==> src/hdl/ssio_params.svh <==
/*
   Constants of the synchronous SRAM I/O control slice: register offsets,
   field positions, reset values and widths.
   Assumes it is included by bare name; the guard allows repeated inclusion.
*/
`ifndef SSIO_PARAMS_SVH
`define SSIO_PARAMS_SVH

// Register byte offsets
`define SSIO_OFS_CTRL 8'h00
`define SSIO_OFS_STATUS 8'h04
`define SSIO_OFS_CAPT_DATA 8'h08
`define SSIO_OFS_CAPT_PAR 8'h0c

// Field positions and reset values
`define SSIO_CTRL_CAPT_EN 0
`define SSIO_CTRL_RST 1'b0
`define SSIO_STAT_ILV 0
`define SSIO_STAT_CAPT_VLD 1
`define SSIO_STAT_CAPT_RDY 2
`define SSIO_STAT_OP_LO 3
`define SSIO_STRAP_RST 1'b1
`define SSIO_BW_RST 4'hf

// Widths and depths
`define SSIO_DATA_W 32
`define SSIO_PAR_W 4
`define SSIO_WORD_W 36
`define SSIO_ADDR_W 4
`define SSIO_MEM_DEPTH 16
`define SSIO_FIFO_DEPTH 2
`define SSIO_HSIZE_WORD 3'b010

`endif

==> src/hdl/ssio_pkg.sv <==
/*
   Types shared by the SRAM I/O control slice.
   Assumes ssio_params.svh is on the include path.
*/
`include "ssio_params.svh"

package ssio_pkg;
   // Data-phase operation of the memory bus
   typedef enum logic [1:0] {
      ST_DESEL = 2'b00,
      ST_READ = 2'b01,
      ST_WRITE = 2'b10
   } ssio_op_e;

   // One memory word: parity lanes above the data lanes
   typedef logic [`SSIO_WORD_W-1:0] ssio_word_t;
endpackage

==> src/hdl/ssio_fifo_if.sv <==
/*
   Valid/ready carrier between the I/O slice and its capture buffer.
   Assumes both sides run on the same clock.
*/
`timescale 1ns/10ps
`default_nettype none

interface ssio_fifo_if;
   import ssio_pkg::*;
   logic push_valid;
   logic push_ready;
   ssio_word_t push_data;
   logic pop_valid;
   logic pop_ready;
   ssio_word_t pop_data;

   modport fifo (
      input push_valid, push_data, pop_ready,
      output push_ready, pop_valid, pop_data
   );
   modport user (
      output push_valid, push_data, pop_ready,
      input push_ready, pop_valid, pop_data
   );
endinterface

`default_nettype wire

==> src/hdl/ssio_fifo.sv <==
/*
   Two-entry buffer for captured write words.
   Assumes a synchronous active-low reset and one clock.
*/
`timescale 1ns/10ps
`default_nettype none

module ssio_fifo
   import ssio_pkg::*;
(
   // Clock and reset
   input wire logic clk,
   input wire logic rst_n,
   // Buffer ports
   ssio_fifo_if.fifo fq
);
   ssio_word_t mem_q [`SSIO_FIFO_DEPTH];
   logic wr_ptr_q;
   logic rd_ptr_q;
   logic [1:0] cnt_q;
   logic do_push;
   logic do_pop;

   // Handshake decode
   assign fq.push_ready = (cnt_q != 2'h2);
   assign fq.pop_valid = (cnt_q != 2'h0);
   assign fq.pop_data = mem_q[rd_ptr_q];
   assign do_push = fq.push_valid & fq.push_ready;
   assign do_pop = fq.pop_ready & fq.pop_valid;

   // Storage
   always_ff @(posedge clk) begin
      if (do_push) begin
         mem_q[wr_ptr_q] <= fq.push_data;
      end
   end

   // Pointers and occupancy
   always_ff @(posedge clk) begin
      if (!rst_n) begin
         wr_ptr_q <= 1'b0;
         rd_ptr_q <= 1'b0;
         cnt_q <= 2'h0;
      end else begin
         wr_ptr_q <= wr_ptr_q ^ do_push;
         rd_ptr_q <= rd_ptr_q ^ do_pop;
         cnt_q <= cnt_q + {1'b0, do_push} - {1'b0, do_pop};
      end
   end
endmodule

`default_nettype wire

==> src/hdl/ssio_top.sv <==
/*
   Pin-level control slice of a pipelined synchronous burst SRAM with
   a small word array, lane direction control, burst sequencing and an
   AHB-Lite register port with a capture buffer for written words.
   Assumes one clock, synchronous inputs and a single AHB-Lite master.
*/
`timescale 1ns/10ps
`default_nettype none

module ssio_top
   import ssio_pkg::*;
(
   // Clock and reset
   input wire logic clk,
   input wire logic rst_n,
   // AHB-Lite slave
   input wire logic hsel,
   input wire logic [31:0] haddr,
   input wire logic [1:0] htrans,
   input wire logic hwrite,
   input wire logic [2:0] hsize,
   input wire logic [31:0] hwdata,
   input wire logic hready,
   output logic hreadyout,
   output logic [31:0] hrdata,
   output logic hresp,
   // Memory bus control
   input wire logic clock_gate_n,
   input wire logic chip_sel_n,
   input wire logic write_en_n,
   input wire logic adv_ld,
   input wire logic [`SSIO_ADDR_W-1:0] addr,
   input wire logic [`SSIO_PAR_W-1:0] byte_write_sel_n,
   input wire logic out_drive_n,
   input wire logic burst_mode_strap,
   // Data lanes
   input wire logic [`SSIO_DATA_W-1:0] dq_i,
   output logic [`SSIO_DATA_W-1:0] dq_o,
   output logic dq_oe,
   // Parity lanes
   input wire logic [`SSIO_PAR_W-1:0] parity_io_lanes_i,
   output logic [`SSIO_PAR_W-1:0] parity_io_lanes_o,
   output logic parity_io_lanes_oe
);
   // Burst address step: linear add or interleaved XOR
   function automatic logic [1:0] burst_addr(input logic [1:0] start, input logic [1:0] beat,
                                             input logic ilv);
      return ilv ? (start ^ beat) : (start + beat);
   endfunction

   ssio_fifo_if fq ();

   ssio_word_t mem_q [`SSIO_MEM_DEPTH];
   ssio_op_e op_q;
   ssio_op_e op_d;
   logic [`SSIO_ADDR_W-1:0] addr_q;
   logic [`SSIO_ADDR_W-1:0] addr_d;
   logic [1:0] start_q;
   logic [1:0] start_d;
   logic [1:0] beat_q;
   logic [1:0] beat_d;
   logic [1:0] beat_inc;
   logic [`SSIO_PAR_W-1:0] bw_q;
   logic [`SSIO_PAR_W-1:0] bw_d;
   logic [`SSIO_DATA_W-1:0] dq_o_q;
   logic [`SSIO_DATA_W-1:0] dq_o_d;
   logic dq_oe_q;
   logic dq_oe_d;
   logic [`SSIO_PAR_W-1:0] par_o_q;
   logic [`SSIO_PAR_W-1:0] par_o_d;
   logic par_oe_q;
   logic interleave_q;
   logic strap_done_q;
   logic cap_en_q;
   logic wr_pend_q;
   logic [7:0] wr_ofs_q;
   logic [31:0] hrdata_q;
   logic [31:0] hrdata_d;
   logic [31:0] rd_mux;
   ssio_word_t rd_word;
   logic en;
   logic stall;
   logic wr_phase;
   logic cap_push;
   logic new_cmd;
   logic burst_go;
   logic emerge_d;
   logic drive_d;
   logic ap;
   logic ap_rd;
   logic [7:0] ofs;

   // Capture buffer
   ssio_fifo ssio_fifo_i (
      .clk(clk),
      .rst_n(rst_n),
      .fq(fq.fifo)
   );

   // Outputs straight from flops or tied constants
   assign dq_o = dq_o_q;
   assign dq_oe = dq_oe_q;
   assign parity_io_lanes_o = par_o_q;
   assign parity_io_lanes_oe = par_oe_q;
   assign hrdata = hrdata_q;
   assign hreadyout = 1'b1;
   assign hresp = 1'b0;

   // Edge qualification; a full buffer stretches a write data phase
   assign wr_phase = (op_q == ST_WRITE);
   assign cap_push = cap_en_q & wr_phase & ~clock_gate_n;
   assign stall = cap_push & ~fq.push_ready;
   assign en = ~clock_gate_n & ~stall;
   assign fq.push_valid = cap_push;
   assign fq.push_data = {parity_io_lanes_i, dq_i};

   // Command decode for the next data phase
   assign new_cmd = ~chip_sel_n & ~adv_ld;
   assign burst_go = adv_ld & (op_q != ST_DESEL);
   assign beat_inc = beat_q + 2'h1;
   assign op_d = !en ? op_q :
                 new_cmd ? (write_en_n ? ST_READ : ST_WRITE) :
                 burst_go ? op_q : ST_DESEL;
   assign start_d = (en & new_cmd) ? addr[1:0] : start_q;
   assign beat_d = (en & new_cmd) ? 2'h0 : (en & burst_go) ? beat_inc : beat_q;
   assign addr_d = (en & new_cmd) ? addr :
                   (en & burst_go) ? {addr_q[3:2], burst_addr(start_q, beat_inc, interleave_q)} :
                   addr_q;
   assign bw_d = (en & (new_cmd | burst_go)) ? byte_write_sel_n : bw_q;

   // Lane direction: read phase, not emerging, output drive low
   assign emerge_d = (op_q == ST_DESEL) & (op_d != ST_DESEL);
   assign drive_d = (op_d == ST_READ) & ~emerge_d & ~out_drive_n;
   assign rd_word = mem_q[addr_d];
   assign dq_o_d = en ? rd_word[`SSIO_DATA_W-1:0] : dq_o_q;
   assign par_o_d = en ? rd_word[`SSIO_WORD_W-1:`SSIO_DATA_W] : par_o_q;
   assign dq_oe_d = en ? drive_d : dq_oe_q;

   // Memory-bus pipeline state
   always_ff @(posedge clk) begin
      if (!rst_n) begin
         op_q <= ST_DESEL;
         addr_q <= '0;
         start_q <= 2'h0;
         beat_q <= 2'h0;
         bw_q <= `SSIO_BW_RST;
         dq_o_q <= '0;
         dq_oe_q <= 1'b0;
         par_o_q <= '0;
         par_oe_q <= 1'b0;
      end else begin
         op_q <= op_d;
         addr_q <= addr_d;
         start_q <= start_d;
         beat_q <= beat_d;
         bw_q <= bw_d;
         dq_o_q <= dq_o_d;
         dq_oe_q <= dq_oe_d;
         par_o_q <= par_o_d;
         par_oe_q <= dq_oe_d;
      end
   end

   // Byte-gated write of data and parity lanes
   always_ff @(posedge clk) begin
      if (en && wr_phase) begin
         for (int b = 0; b < `SSIO_PAR_W; b++) begin
            if (!bw_q[b]) begin
               mem_q[addr_q][8*b +: 8] <= dq_i[8*b +: 8];
               mem_q[addr_q][`SSIO_DATA_W+b] <= parity_io_lanes_i[b];
            end
         end
      end
   end

   // Burst-order strap caught once after reset release
   always_ff @(posedge clk) begin
      if (!rst_n) begin
         interleave_q <= `SSIO_STRAP_RST;
         strap_done_q <= 1'b0;
      end else if (!strap_done_q) begin
         interleave_q <= burst_mode_strap;
         strap_done_q <= 1'b1;
      end
   end

   // AHB-Lite address phase decode
   assign ap = hsel & htrans[1] & hready & (hsize == `SSIO_HSIZE_WORD);
   assign ap_rd = ap & ~hwrite;
   assign ofs = haddr[7:0];
   assign fq.pop_ready = ap_rd & (ofs == `SSIO_OFS_CAPT_DATA);

   // Read data selection
   assign rd_mux = (ofs == `SSIO_OFS_CTRL) ? {31'h0, cap_en_q} :
                   (ofs == `SSIO_OFS_STATUS) ? {27'h0, op_q, fq.push_ready, fq.pop_valid, interleave_q} :
                   (ofs == `SSIO_OFS_CAPT_DATA && fq.pop_valid) ? fq.pop_data[`SSIO_DATA_W-1:0] :
                   (ofs == `SSIO_OFS_CAPT_PAR && fq.pop_valid) ?
                      {28'h0, fq.pop_data[`SSIO_WORD_W-1:`SSIO_DATA_W]} :
                   32'h0;
   assign hrdata_d = ap_rd ? rd_mux : 32'h0;

   // Register port state
   always_ff @(posedge clk) begin
      if (!rst_n) begin
         wr_pend_q <= 1'b0;
         wr_ofs_q <= 8'h00;
         hrdata_q <= 32'h0;
         cap_en_q <= `SSIO_CTRL_RST;
      end else begin
         wr_pend_q <= ap & hwrite;
         wr_ofs_q <= ofs;
         hrdata_q <= hrdata_d;
         if (wr_pend_q && wr_ofs_q == `SSIO_OFS_CTRL) begin
            cap_en_q <= hwdata[`SSIO_CTRL_CAPT_EN];
         end
      end
   end
endmodule

`default_nettype wire

==> config.mk <==
export PLATFORM = sky130hd
export DESIGN_NAME = ssio_top
export DESIGN_NICKNAME = d
export VERILOG_FILES = /design/src/hdl/ssio_pkg.sv /design/src/hdl/ssio_fifo_if.sv /design/src/hdl/ssio_fifo.sv /design/src/hdl/ssio_top.sv
export VERILOG_INCLUDE_DIRS = /design/src /design/src/hdl
export SDC_FILE = /design/constraint.sdc
export NUM_CORES = 1
export LEC_CHECK = 0
export ABC_CLOCK_PERIOD_IN_PS = 3100
export BUFFER_PORTS_ARGS = -buffer_cell sky130_fd_sc_hd__clkbuf_2
export CORE_MARGIN = 5
export CORE_UTILIZATION = 45
export CTS_CLUSTER_DIAMETER = 30
export DETAILED_ROUTE_END_ITERATION = 8
export PLACE_DENSITY = 0.59
export SYNTH_ARGS = -nofsm -noshare
export SYNTH_HDL_FRONTEND = slang
export SYNTH_SLANG_ARGS = --single-unit
==> constraint.sdc <==
create_clock -name clk -period 3.1 [get_ports clk]
set_clock_uncertainty 0.05 [all_clocks]
set_input_delay 0.62 -clock clk [delete_from_list [all_inputs] [get_ports clk]]
set_output_delay 0.62 -clock clk [all_outputs]
set_load 0.03 [all_outputs]
==> run metrics, run 1 <==
status=finished, final reports clean; Final Cycle Share=0.883; CTS tree=yes; # diodes=0; Synth Area in Compound Gates=0.0298; Hold Vio Cnt, Final=0; synthesis-stage register bit count=748; Slew Limit Fails=0; Seq. cell area=21500 µm²; clock sink count=748; power share of the sequential group=0.393; Leakage=12.9 nW; Site Rows=92; max-cap viol count=0; Worst setup SP type=flip-flop; Peak VDD IR=567 µV; DRC errors left=0; P_int=0.0221 W; layout cells sized above 1=0.226; fillers=4970; Die W=261 µm; post-synthesis simple-gate area fraction=0.145; core footprint=62700 µm²; post-synthesis xor/xnor area fraction=0.00264; GP Congestion=0.852; post-synthesis sequential area ratio=0.756; CP Class=reg2reg; hpwl dp=41800 µm; Yosys top cell area share=0.685; Synth warnings=0; Worst-Margin Slew=0.876 ns; largest family of logic cells by synthesized area=simple AND/OR/NAND/NOR gates; htree depth=4; count leader, synth=edfxtp_1; clk buf depth=3; Vias=17500; Worst EP required=3.70 ns; first-pass GRT wire length=108000 µm; first-pass iteration count of the detailed router=5; Top-Level Pins=196; port bufs=137; initial core utilization=0.453; Die Y=261 µm; vias in the first global route=17900; Synth async-reset ratio=0; synthesized area per cell=14.0 µm²; syn nets=2163; switching power=0.00611 W; CTS Hold Bufs=0; clock-pin slew on the worst setup and hold paths=0.05 ns; switch share=0.217; area of the multi-input gates=6430 µm²; Final setup viols=0; clock share of power=0.562; Synth area leader=edfxtp_1; Primary FF master, synth=edfxtp_1; RSZ-0062 raised after global routing=no; initial antenna violation count=0; Remaining Overflow, GRT=0; pin count of the biggest net entering global routing=53; CTS root buffer=clkbuf_16; Hold Path Class=in2reg; nature of the critical path endpoint=flip-flop; PwrDens=785 nW/µm²; Tot GR Track Use=0.211; Final Critical Period=2.74 ns; TNS Setup=0 ns; Util after Layout=0.572; Commonest cells post-synth=edfxtp_1, nand2_1, nand3_1, nor2_1, dfxtp_1; DRT Wirelength=71300 µm; area growth from synthesis to layout=26.5%; worst-path maximum fanout=27; Synth area leaders=edfxtp_1, nand2_1, dfxtp_1; Final nets=2461; total power=0.0282 W; Comb pwr share=0.046; DR vias/cell=5.32; Gates resized, CTS repair=0; Post-synth EDFFs=648; Worst Path Arrival=3.34 ns; Routed Antenna Nets=0; post-synthesis mux area share=0.0444; post-synthesis adder-cell area fraction=0.00220; Slew headroom=0.416; number of library cell types mapped by synthesis=58; Die ar.=68200 µm²; Post CTS Setup Buffer Count=0; Max Freq=366 MHz; cts bufs inserted=144; clk_lat worst skew=0.72 ns; Starting DRT DRC Count=1530; Post-Synthesis Cells=2034; Mapped Area=28400 µm²; routed len/inst=21.6 µm
-- registers in the layout (all words and copies together), names as in the netlist, 4 cells and up, named ones only --
| name | flops |
|---|---|
| addr_q | 4 |
| bw_q | 4 |
| dq_o | 32 |
| hrdata | 32 |
| mem_q | 576 |
| parity_io_lanes_o | 4 |
| ssio_fifo_i.mem_q | 72 |
| wr_ofs_q | 8 |
-- area by class of cell --
cell class | count | share of cell area
clock buffer | 178 | 0.107
inverter | 6 | 0.000627
sequential | 748 | 0.598
multi-input combinational | 1170 | 0.179
clock inverter | 90 | 0.0340
timing repair buffer | 262 | 0.0522
tap | 846 | 0.0295
-- power groups by stage --
stage	clock network, W	logic (W)	registers, W
4_1_cts	0.0161	0.00131	0.0111
3_5_place_dp	0	0.00131	0.0113
3_3_place_gp	0	0.00128	0.0113
6_report	0.0158	0.00129	0.0111
5_1_grt	0.0167	0.00141	0.0111
2_1_floorplan	0	0.000660	0.0113
-- critical path, cell delays in order (launching register included) --
cell and delay [ns]:
dfxtp_1 0.39, inv_1 0.06, ha_1 0.16, nor2b_1 0.14, xnor3_1 0.39, o221a_4 0.38, buf_12 0.23, buf_12 0.20
nand2_1 0.07, a31oi_1 0.17, nand4_1 0.27, nand4_1 0.14
-- kinds of logic (layout without fill, tap and decap cells) --
logic type / count (synthesis) / after routing
multiplexers: 82 / 82
AND/OR/NAND/NOR: 955 / 955
buffers and inverters: 116 / 536
AO/OA/AOI/OAI: 119 / 119
adder cells (fa/ha/maj): 5 / 5
other: 2 / 2
XOR/XNOR: 7 / 7
flip-flops: 748 / 748
-- through the flow --
stage          hold slack [ns]  worst slack (ns)  cell area [µm²]  std cells
2_1_floorplan            0.398             0.456            28400       2034
3_3_place_gp             0.403             0.158            30800       3032
3_5_place_dp             0.414             0.159            30800       3032
4_1_cts                 0.0306             0.335            35900       3300
5_1_grt                 0.0608             0.196            35900       3300
6_report                0.0774             0.364            35900       3300
-- cells in the final DEF, fill, tap and decap left out, types with 6 or more instances in the layout --
| cell | instances |
|---|---|
| a22oi_1 | 36 |
| buf_4 | 105 |
| inv_1 | 6 |
| mux4_2 | 35 |
| inv_6 | 8 |
| o21ai_0 | 8 |
| clkinvlp_4 | 14 |
| clkbuf_16 | 145 |
| and2_1 | 13 |
| nor2b_1 | 14 |
| nand3_1 | 117 |
| clkinv_2 | 21 |
| clkinv_1 | 9 |
| mux2i_1 | 46 |
| nand2_1 | 596 |
| buf_12 | 20 |
| dfxtp_1 | 99 |
| a21oi_1 | 10 |
| bufinv_16 | 21 |
| clkbuf_2 | 137 |
| clkbuf_8 | 9 |
| clkbuf_1 | 24 |
| nand4_1 | 71 |
| nor2_1 | 113 |
| clkinv_4 | 6 |
| edfxtp_1 | 648 |
| a31oi_1 | 37 |
-- path summary, 6_finish.rpt --
check,slack (ns),cells after the start,end,start
worst max-delay path,0.36,11,dq_o[4],beat_q[0]
worst min register to register,0.42,2,hrdata[12],ssio_fifo_i.mem_q[0][12]
worst max register to register,0.36,11,dq_o[4],beat_q[0]
worst min-delay path,0.08,3,interleave_q,burst_mode_strap
-- metal layers --
metal	GRT usage	vias to the layer above	wire [µm]
met4	0.0809	0	1970
met5	0	-	0
met1	0.280	8726	29700
li1	-	8084	-
met2	0.345	624	34700
met3	0.0460	115	4980
Power figures use the tool's default switching activity.
==> run 2: changes to the inputs <==
ABC_CLOCK_PERIOD_IN_PS = 2700   (was 3100)
CAP_MARGIN = 20   (was not set)
clock period = 2.7 ns   (was 3.1 ns; I/O delays follow)
==> run 2 against run 1 <==
Effect of this change: clock power is 13% higher; hold slack got worse by 0.023 ns; die area stayed put; power up 14%; sequential power rose by 14%; via count increased by 0.63%.
==> run metrics, run 2 (synthesized netlist as in run 1, its figures left out) <==
first-pass GRT wire length=108000 µm (+0.56%); leading cell types in the layout, fill and taps excluded=edfxtp_1, nand2_1, clkbuf_16, clkbuf_2, nand3_1; Starting DRT DRC Count=1272 (-17%); PwrDens=879 nW/µm² (+12%); clk_lat worst skew=0.72 ns (about the same); Top-Level Pins=196 (unchanged); status=finished, final reports clean; final non-filler cell total=3351 (+1.5%); core footprint=62700 µm² (unchanged); CTS root buffer=clkbuf_16; Tot GR Track Use=0.213 (+0.00171); Site Rows=92 (unchanged); clock sink count=748 (unchanged); Final Critical Period=2.58 ns (-0.160 ns); max-cap viol count=0 (unchanged); routed len/inst=21.6 µm (about the same); Final Cycle Share=0.954 (+0.0716); commonest non-fill, non-tap cell in the layout=edfxtp_1; clk buf depth=3 (unchanged); layout cells sized above 1=0.238 (+0.0126); Die Y=261 µm (unchanged); nature of the critical path endpoint=flip-flop; DRT Wirelength=72400 µm (+1.6%); Vias=17700 (+0.63%); Die W=261 µm (unchanged); Final nets=2509 (+2.0%); final worst slack=0.124 ns (-0.240 ns); Regs by FF count=mem_q (576), ssio_fifo_i.mem_q (72); Final setup viols=0 (unchanged); Remaining Overflow, GRT=0 (unchanged); DRC errors left=0 (unchanged); vias in the first global route=18100 (+1.1%); largest reg by FF count=mem_q; Worst setup SP type=flip-flop; CP Class=reg2reg; design area=36600 µm² (+1.9%); area growth from synthesis to layout=28.9%; Placed Area=31400 µm² (+1.8%); Leakage=13.2 nW (+2.1%); DR vias/cell=5.27 (-0.90%); Peak VDD IR=594 µV (+4.8%); placed cells=3063 (+1.0%); CTS tree=yes; cts bufs inserted=147 (+2.1%); worst slack at placement=-0.139 ns (-0.298 ns); Die ar.=68200 µm² (unchanged); Hold Vio Cnt, Final=0 (unchanged); Routed Antenna Nets=0 (unchanged); Worst-Margin Slew=1.28 ns (+0.406 ns); initial core utilization=0.453 (unchanged); Worst EP required=3.29 ns (-0.41 ns); hpwl dp=42900 µm (+2.6%); Worst Path Arrival=3.17 ns (-0.17 ns); Slew headroom=0.142 (-0.275); max reg flops=576 (unchanged); pin count of the biggest net entering global routing=53 (unchanged); RSZ-0062 raised after global routing=no; port bufs=137 (unchanged); first-pass iteration count of the detailed router=5 (unchanged); htree depth=4 (unchanged); clock-pin slew on the worst setup and hold paths=0.04 ns (about the same); Hold Path Class=in2reg; initial antenna violation count=0 (unchanged); GP Congestion=0.851 (about the same); Max Freq=388 MHz (+6.2%); worst-path maximum fanout=12 (-56%); # diodes=0 (unchanged); Slew Limit Fails=0 (unchanged)
run 2: repair_timing:
action / CTS / global route
endpoints found under the setup margin: 0 / 27
hold buffers: 10 / 0
resized for setup: 0 / 1
buffers inserted: 0 / 3
hold endpoints to repair: 10 / 0
run 2: metal layers:
layer | vias up | global-route usage | share of wire | wire length [µm]
li1 | 8171 | - | - | -
met4 | 0 | 0.0704 | 0.018 | 1290
met5 | - | 0 | 0 | 0
met3 | 112 | 0.0444 | 0.064 | 4610
met2 | 563 | 0.357 | 0.50 | 36200
met1 | 8813 | 0.279 | 0.42 | 30400
run 2: power by group:
group	switching [W]	internal [W]	leakage (nW)
sequential	0.0000590	0.0127	6.64
clock	0.00611	0.0118	2.41
combinational	0.00101	0.000557	4.11
total	0.00718	0.0250	13.2
run 2: final timing paths:
path	from	endpoint	slack [ns]	cells past startpoint
worst max register to register	ssio_fifo_i.cnt_q[1]	dq_o[11]	0.12	5
worst min-delay path	byte_write_sel_n[3]	bw_q[3]	0.05	3
worst min register to register	ssio_fifo_i.mem_q[1][16]	hrdata[16]	0.42	2
worst max-delay path	ssio_fifo_i.cnt_q[1]	dq_o[11]	0.12	5
run 2: layout make-up:
class | count | area [µm²]
clock buffers | 179 | 3940
clock inverters | 95 | 1080
fillers | 4820 | 26100
inverters | 6 | 22.5
multi-input cells | 1171 | 6440
flip-flops and latches | 748 | 21500
well taps | 846 | 1060
repair buffers | 306 | 2580
run 2: stage by stage:
stage	setup TNS (ns)	hold slack [ns]	total power, W	util
floorplan	0	0.398	0.0138	-
global route	0	0.0545	0.0332	0.583
detailed placement	-3.57	0.419	0.0145	0.501
global placement	-2.36	0.404	0.0144	0.501
CTS	0	0.0128	0.0324	0.582
finish	0	0.0546	0.0322	0.583
run 2: critical path, stage by stage, from the launching register on:
cell,delay (ns)
dfxtp_1,0.49
and3b_1,0.34
a21oi_2,0.19
nor2b_2,1.03
a22oi_1,0.24
nand4_1,0.14
